[config.mk]
export PLATFORM = sky130hd
export DESIGN_NAME = cprc_top
export DESIGN_NICKNAME = d
export VERILOG_FILES = /design/src/cprc_pkg.sv /design/src/cprc_top.sv
export SDC_FILE = /design/constraint.sdc
export NUM_CORES = 2
export LEC_CHECK = 0
export ABC_AREA = 0
export BUFFER_PORTS_ARGS = -buffer_cell sky130_fd_sc_hd__buf_2
export CORE_MARGIN = 5
export CORE_UTILIZATION = 55
export DETAILED_ROUTE_END_ITERATION = 10
export MAX_ROUTING_LAYER = met4
export PLACE_DENSITY = 0.76
export SKIP_CTS_REPAIR_TIMING = 1
export SLEW_MARGIN = 20
export SYNTH_ARGS = -nofsm -noshare
export SYNTH_HDL_FRONTEND = slang
export SYNTH_SLANG_ARGS = --single-unit
export TNS_END_PERCENT = 50
[constraint.sdc]
create_clock -name clk -period 6.9 [get_ports clk]
set_input_delay 1.035 -clock clk [delete_from_list [all_inputs] [get_ports clk]]
set_output_delay 1.035 -clock clk [all_outputs]
set_load 0.01 [all_outputs]
[src/cprc_pkg.sv]
// Package of constants and types for the clock, power and reset control
package cprc_pkg;
  // ****************************************
  // Register addresses
  // ****************************************
  localparam logic [7:0] ADDR_POWER_MODE_CONTROL = 8'h87;
  localparam logic [7:0] ADDR_CLOCK_DIVIDE_CONTROL = 8'h94;
  // ****************************************
  // Field positions
  // ****************************************
  localparam int SOFT_RESET_BIT = 7;
  localparam int IRQ_SPEED_KEEP_BIT = 4;
  localparam int DIV_LSB = 0;
  localparam int DIV_MSB = 3;
  localparam int BAUD_DOUBLE_BIT = 7;
  localparam int FLAG_ONE_BIT = 3;
  localparam int FLAG_ZERO_BIT = 2;
  localparam int STOP_BIT = 1;
  localparam int IDLE_BIT = 0;
  // ****************************************
  // Reset values and limits
  // ****************************************
  localparam logic [3:0] DIV_RESET = 4'h0;
  localparam logic [3:0] DIV_MAX_CODE = 4'h9;
  localparam logic [7:0] POWER_RESET = 8'h00;
  localparam int RAM_DEPTH = 256;
  localparam logic [7:0] RAM_CLEAR = 8'h00;
  // ****************************************
  // Types
  // ****************************************
  typedef struct packed {
    logic wr;
    logic rd;
    logic [7:0] addr;
    logic [7:0] wdata;
  } cprc_sfr_req_t;
  typedef struct packed {
    logic ext_int_zero;
    logic ext_int_one;
    logic serial_rx;
    logic i2c_event;
  } cprc_wake_t;
  typedef enum logic [1:0] {CPRC_RUN, CPRC_IDLE, CPRC_STOP} cprc_mode_t;
endpackage : cprc_pkg

[src/cprc_top.sv]
// Clock divider, power modes, resets and on-chip data memory clearing
`timescale 1ns/1ps
module cprc_top (
  // Clock, enable and resets
  input wire logic clk,
  input wire logic rst,
  input wire logic ce,
  input wire logic reset_pin_n,
  // Special-function register access
  input wire cprc_pkg::cprc_sfr_req_t sfr_req,
  output logic [7:0] sfr_rdata,
  output logic sfr_hit,
  // Interrupt status from the interrupt logic, and wake inputs
  input wire logic irq_pending,
  input wire logic irq_enabled_any,
  input wire cprc_pkg::cprc_wake_t wake,
  // Clock enables to clients
  output logic sys_clk_en,
  output logic cpu_clk_en,
  output logic adc_clk_en,
  // Reset outputs
  output logic chip_reset,
  output logic por_busy,
  // Control bits to other blocks
  output logic serial_baud_double,
  // Internal 256-byte data memory port
  input wire logic ram_we,
  input wire logic [7:0] ram_addr,
  input wire logic [7:0] ram_wdata,
  output logic [7:0] ram_rdata
);
  // ****************************************
  // Reset pin synchroniser
  // ****************************************
  logic [2:0] pin_sync_r;
  logic pin_level_r;
  logic [2:0] pin_sync_nxt;
  logic pin_level_nxt;
  // Three stages; level changes once last two agree
  always_comb begin
    pin_sync_nxt = {pin_sync_r[1:0], reset_pin_n};
    pin_level_nxt = pin_level_r;
    if (pin_sync_r[2] == pin_sync_r[1]) begin
      pin_level_nxt = pin_sync_r[2];
    end
  end
  always_ff @(posedge clk or posedge rst) begin
    if (rst) begin
      pin_sync_r <= 3'h7;
      pin_level_r <= 1'b1;
    end else if (ce) begin
      pin_sync_r <= pin_sync_nxt;
      pin_level_r <= pin_level_nxt;
    end
  end
  // ****************************************
  // Registers and mode
  // ****************************************
  logic [3:0] div_sel_r;
  logic irq_speed_keep_r;
  logic [7:0] pwr_ctl_r;
  logic soft_rst_r;
  cprc_pkg::cprc_mode_t mode_r;
  logic [3:0] div_sel_nxt;
  logic irq_speed_keep_nxt;
  logic [7:0] pwr_ctl_nxt;
  logic soft_rst_nxt;
  cprc_pkg::cprc_mode_t mode_nxt;
  logic wr_div;
  logic wr_pwr;
  logic wake_any;
  logic warm_reset;
  assign wr_div = sfr_req.wr &&
    (sfr_req.addr == cprc_pkg::ADDR_CLOCK_DIVIDE_CONTROL);
  assign wr_pwr = sfr_req.wr &&
    (sfr_req.addr == cprc_pkg::ADDR_POWER_MODE_CONTROL);
  assign wake_any = |wake;
  // Software reset lasts one cycle; pin reset lasts while the filtered pin level is low
  assign warm_reset = soft_rst_r || !pin_level_r;
  // Register writes and power mode sequencing
  always_comb begin
    div_sel_nxt = div_sel_r;
    irq_speed_keep_nxt = irq_speed_keep_r;
    pwr_ctl_nxt = pwr_ctl_r;
    soft_rst_nxt = 1'b0;
    mode_nxt = mode_r;
    if (wr_div) begin
      // Bits 6 and 5 are not stored
      div_sel_nxt = sfr_req.wdata[cprc_pkg::DIV_MSB:cprc_pkg::DIV_LSB];
      irq_speed_keep_nxt = sfr_req.wdata[cprc_pkg::IRQ_SPEED_KEEP_BIT];
      soft_rst_nxt = sfr_req.wdata[cprc_pkg::SOFT_RESET_BIT];
    end
    if (wr_pwr) begin
      // Flags are plain storage; stop/idle start modes
      pwr_ctl_nxt = sfr_req.wdata;
    end
    case (mode_r)
      cprc_pkg::CPRC_RUN: begin
        if (wr_pwr && sfr_req.wdata[cprc_pkg::STOP_BIT]) begin
          mode_nxt = cprc_pkg::CPRC_STOP;
        end else if (wr_pwr && sfr_req.wdata[cprc_pkg::IDLE_BIT]) begin
          mode_nxt = cprc_pkg::CPRC_IDLE;
        end
      end
      cprc_pkg::CPRC_IDLE: begin
        if (irq_enabled_any) begin
          mode_nxt = cprc_pkg::CPRC_RUN;
        end
      end
      cprc_pkg::CPRC_STOP: begin
        if (wake_any) begin
          mode_nxt = cprc_pkg::CPRC_RUN;
        end
      end
      default: mode_nxt = cprc_pkg::CPRC_RUN;
    endcase
    if (warm_reset) begin
      // Warm reset restores defaults, leaves memories
      div_sel_nxt = cprc_pkg::DIV_RESET;
      irq_speed_keep_nxt = 1'b0;
      pwr_ctl_nxt = cprc_pkg::POWER_RESET;
      mode_nxt = cprc_pkg::CPRC_RUN;
    end
  end
  // Stop freezes nothing here so wake sources still work
  always_ff @(posedge clk or posedge rst) begin
    if (rst) begin
      div_sel_r <= cprc_pkg::DIV_RESET;
      irq_speed_keep_r <= 1'b0;
      pwr_ctl_r <= cprc_pkg::POWER_RESET;
      soft_rst_r <= 1'b0;
      mode_r <= cprc_pkg::CPRC_RUN;
    end else if (ce) begin
      div_sel_r <= div_sel_nxt;
      irq_speed_keep_r <= irq_speed_keep_nxt;
      pwr_ctl_r <= pwr_ctl_nxt;
      soft_rst_r <= soft_rst_nxt;
      mode_r <= mode_nxt;
    end
  end
  // ****************************************
  // Clock divider
  // ****************************************
  logic [8:0] div_cnt_r;
  logic [8:0] div_cnt_nxt;
  logic [3:0] eff_code;
  logic [8:0] div_mask;
  logic tick;
  // Codes above 9 clamp to /512; interrupts may force /1
  always_comb begin
    eff_code = (div_sel_r > cprc_pkg::DIV_MAX_CODE) ?
      cprc_pkg::DIV_MAX_CODE : div_sel_r;
    if (irq_pending && !irq_speed_keep_r) begin
      eff_code = 4'h0;
    end
    div_mask = 9'((10'h1 << eff_code) - 10'h1);
  end
  // Counter runs free across code changes: tick when the masked count is all ones
  assign tick = ((div_cnt_r & div_mask) == div_mask);
  always_comb begin
    div_cnt_nxt = div_cnt_r + 9'h1;
  end
  always_ff @(posedge clk or posedge rst) begin
    if (rst) begin
      div_cnt_r <= 9'h000;
    end else if (ce) begin
      div_cnt_r <= div_cnt_nxt;
    end
  end
  // Clock enables; stop gates system and processor, idle only the processor, adc_clk_en follows ce
  assign sys_clk_en = tick && (mode_r != cprc_pkg::CPRC_STOP);
  assign cpu_clk_en = sys_clk_en && (mode_r == cprc_pkg::CPRC_RUN);
  assign adc_clk_en = ce;
  // ****************************************
  // Power-on memory clearing and reset outputs
  // ****************************************
  logic [7:0] ram [cprc_pkg::RAM_DEPTH];
  logic [8:0] clr_cnt_r;
  logic [8:0] clr_cnt_nxt;
  logic [7:0] ram_rdata_r;
  logic chip_reset_r;
  logic [7:0] rdata_r;
  logic [7:0] rdata_nxt;
  assign por_busy = !clr_cnt_r[8];
  // Walk every address once after power-on
  always_comb begin
    clr_cnt_nxt = clr_cnt_r;
    if (por_busy) begin
      clr_cnt_nxt = clr_cnt_r + 9'h1;
    end
  end
  always_ff @(posedge clk or posedge rst) begin
    if (rst) begin
      clr_cnt_r <= 9'h000;
      chip_reset_r <= 1'b1;
    end else if (ce) begin
      clr_cnt_r <= clr_cnt_nxt;
      chip_reset_r <= por_busy || warm_reset;
    end
  end
  // Memory has no reset; cleared only by power-on walk
  always_ff @(posedge clk) begin
    if (ce) begin
      if (por_busy) begin
        ram[clr_cnt_r[7:0]] <= cprc_pkg::RAM_CLEAR;
      end else if (ram_we) begin
        ram[ram_addr] <= ram_wdata;
      end
      ram_rdata_r <= ram[ram_addr];
    end
  end
  assign ram_rdata = ram_rdata_r;
  assign chip_reset = chip_reset_r;
  // ****************************************
  // Read data
  // ****************************************
  always_comb begin
    rdata_nxt = 8'h00;
    if (sfr_req.addr == cprc_pkg::ADDR_CLOCK_DIVIDE_CONTROL) begin
      rdata_nxt = {3'h0, irq_speed_keep_r, div_sel_r};
    end else if (sfr_req.addr == cprc_pkg::ADDR_POWER_MODE_CONTROL) begin
      rdata_nxt = {pwr_ctl_r[7:2], 2'h0};
    end
  end
  always_ff @(posedge clk or posedge rst) begin
    if (rst) begin
      rdata_r <= 8'h00;
    end else if (ce) begin
      rdata_r <= rdata_nxt;
    end
  end
  assign sfr_rdata = rdata_r;
  assign sfr_hit = (sfr_req.addr == cprc_pkg::ADDR_CLOCK_DIVIDE_CONTROL) ||
    (sfr_req.addr == cprc_pkg::ADDR_POWER_MODE_CONTROL);
  assign serial_baud_double = pwr_ctl_r[cprc_pkg::BAUD_DOUBLE_BIT];
endmodule : cprc_top
==> flow_summary.json <==
{
  "status": "finished, final reports clean",
  "clk_latency_ns": 0.81,
  "synth_cell_types": 74,
  "yosysSeqAreaShare_pct": 76.56,
  "vias_per_cell": 6.688,
  "async_reset_ff_share_pct": 2.142,
  "die_width_um": 396.4,
  "io_pins": 68,
  "drt_iter0_drc": 5777,
  "syn_to_final_growth_pct": 10.29,
  "tightest_slew_ns": 1.127,
  "core_um2": 148000,
  "grt_pass1_wl_um": 282100,
  "cp-startpoint": "div_sel_r[3]",
  "synthTopCellsByArea": "edfxtp_1 75%, mux4_2 13%, mux2i_1 2.0%",
  "numClockSinks": 2101,
  "num_rows": 141,
  "cts.path.max_buffers": 3,
  "hp-class": "input port to async pin",
  "die_area_um2": 157100,
  "final_common_cell": "edfxtp_1",
  "power_density_nw_per_um2": 284.1,
  "finalSetupViolCount": 0,
  "place_area_um2": 84310,
  "rsz0062_at_grt": "false",
  "max_freq_mhz": 230.8,
  "fin_crit_sh_pct": 62.78,
  "initial_core_util_pct": 55.48,
  "r2r_setup_slack_ns": 3.08,
  "cts_tree": "built",
  "synth_edf_count": 2056,
  "htree_levels": 4,
  "cts_made_buffers": 195,
  "port_buffers": 66,
  "stdcell_count": 6187,
  "via_count": 41376,
  "endpoint": "cpu_clk_en",
  "cp.arrival_ns": 3.30,
  "grt-ovfl-total": 0,
  "avgSynthCellArea_um2": 20.64,
  "final_area_um2": 90570,
  "antenna_found_initial": 6,
  "grt_max_degree": 178,
  "yosysTopAreaCell": "edfxtp_1",
  "ant_nets": 0,
  "fillers": 9728,
  "hpwlAfterDp_um": 110700,
  "synth_nets": 4026,
  "required_ns": 5.86,
  "wl_per_cell_um": 31.08,
  "path_max_fanout": 10,
  "crit_type": "flop to primary output",
  "hold_viol": 0,
  "gp_congestion": 0.8889,
  "grt_usage_pct": 25.27,
  "period_minus_slack_ns": 4.332,
  "place_inst": 5820,
  "yosys_warnings": 0,
  "ys.flop_type": "edfxtp_1",
  "r2r_start": "clr_cnt_r[8]",
  "firstDrtPassIters": 7,
  "mostFrequentLayoutCells": "2056 x edfxtp_1, 461 x mux4_2, 290 x nor2_1",
  "r2r_cells": 7,
  "cts-root-buf": "clkbuf_16",
  "clk_pin_slew_ns": 0.06,
  "route.detailed.drc": 0,
  "cap_violations": 0,
  "mappedNetlistArea_um2": 82120,
  "dieHeight_um": 396.4,
  "crit_path_end_kind": "primary output",
  "ys_ff_latch": 2101,
  "startpoint_type": "flop",
  "wirelength_um": 192300,
  "leakage_nw": 32.49,
  "r2r-end": "ram[115][1]",
  "syn_inst": 3978,
  "slew_viol_final": 0,
  "ir_drop_uv": 212.4,
  "synth_top_cell_area_share_pct": 75.18,
  "layout-drive-gt1-share_pct": 22.01,
  "finalNetCount": 4135,
  "maxSlewHeadroom_pct": 24.62,
  "fin_skew_ns": 0.03126,
  "grt_pass1_vias": 41201,
  "finalSetupTns_ns": 0
}
## metrics by stage
step / hold WS [ns] / utilization, % / power, mW / worst slack (ns)
4_1_cts: 0.3948 / 61.17 / 25.80 / 2.571
3_5_place_dp: 0.4785 / 56.96 / 15.42 / 1.945
6_report: 0.3545 / 61.19 / 25.73 / 2.568
5_1_grt: 0.3970 / 61.19 / 26.46 / 2.463
3_3_place_gp: 0.4763 / 56.96 / 15.40 / 1.948
2_1_floorplan: 0.4459 / - / 15.07 / 1.131
## state kept, by name, summed over array words and instances, names as in the netlist
register          count
chip_reset            1
div_cnt_r             9
mode_r                2
div_sel_r             4
clr_cnt_r             9
ram                2048
pin_level_r           1
ram_rdata             8
soft_rst_r            1
pin_sync_r            3
sfr_rdata             8
pwr_ctl_r             6
irq_speed_keep_r      1
## logic make-up after synthesis
kind of cell / Yosys count / synth area share, %
flip-flops: 2101 / 76.56
XOR/XNOR: 16 / 0.1706
buffers and inverters: 260 / 1.880
AND/OR/NAND/NOR: 564 / 3.071
adder cells (fa/ha/maj): 3 / 0.04571
multiplexers: 639 / 14.83
AO/OA/AOI/OAI: 395 / 3.442
## Yosys cell counts, types with 23 or more instances
cell type / count
buf_2: 49
o221ai_1: 55
buf_6: 26
a22o_1: 28
buf_4: 25
nor2_1: 292
nand3_1: 27
mux4_2: 461
mux2i_1: 164
nand2_1: 109
o22ai_1: 56
edfxtp_1: 2056
clkbuf_1: 109
a21oi_1: 65
o21ai_0: 24
dfrtp_1: 40
nor3_1: 23
a22oi_1: 82
## routing by layer
| metal | routed length (µm) | track usage (%) |
|---|---|---|
| met3 | 21360 | 5.385 |
| met5 | 0 | - |
| met4 | 6604 | 8.541 |
| met2 | 93140 | 38.60 |
| met1 | 71160 | 34.59 |
## how the worst min path moves through the flow
| stage | startpoint | endpoint | slack, ns | cells past startpoint |
|---|---|---|---|---|
| final | rst | mode_r[1] | 0.35 | 2 |
| after global routing | rst | pwr_ctl_r[7] | 0.40 | 2 |
| after CTS | reset_pin_n | pin_sync_r[0] | 0.39 | 2 |
| after detailed placement | div_cnt_r[7] | div_cnt_r[7] | 0.48 | 1 |
| after global placement | div_cnt_r[8] | div_cnt_r[8] | 0.48 | 1 |
| after floorplan | div_cnt_r[8] | div_cnt_r[8] | 0.45 | 1 |
## report_power, final
group	total (mW)	internal [mW]	leakage, nW	switching (mW)
sequential	14.1	14.0	23.3	0.0540
clock	10.6	5.99	3.02	4.58
combinational	1.11	0.380	6.21	0.731
## cell type report
class                   instances  area [µm²]  share of cell area [%]
flip-flops and latches       2101       62870                   69.41
multi-input cells            1617       17780                   19.63
clock buffers                 246        5145                   5.680
well taps                    1930        2415                   2.666
repair buffers                155        1196                   1.321
clock inverters               113        1086                   1.199
inverters                      17       65.06                 0.07183
diodes                          8       20.02                 0.02210
## critical path, cell delays in order, from the launching register on
cell	delay (ns)
dfrtp_1	0.56
nor2_1	0.14
a21oi_1	0.22
ha_1	0.36
nor3_1	0.09
mux2_2	0.28
a21oi_1	0.14
o221ai_1	0.17
nor4b_1	0.34
buf_2	0.20
(Power assumes the default switching activity.)
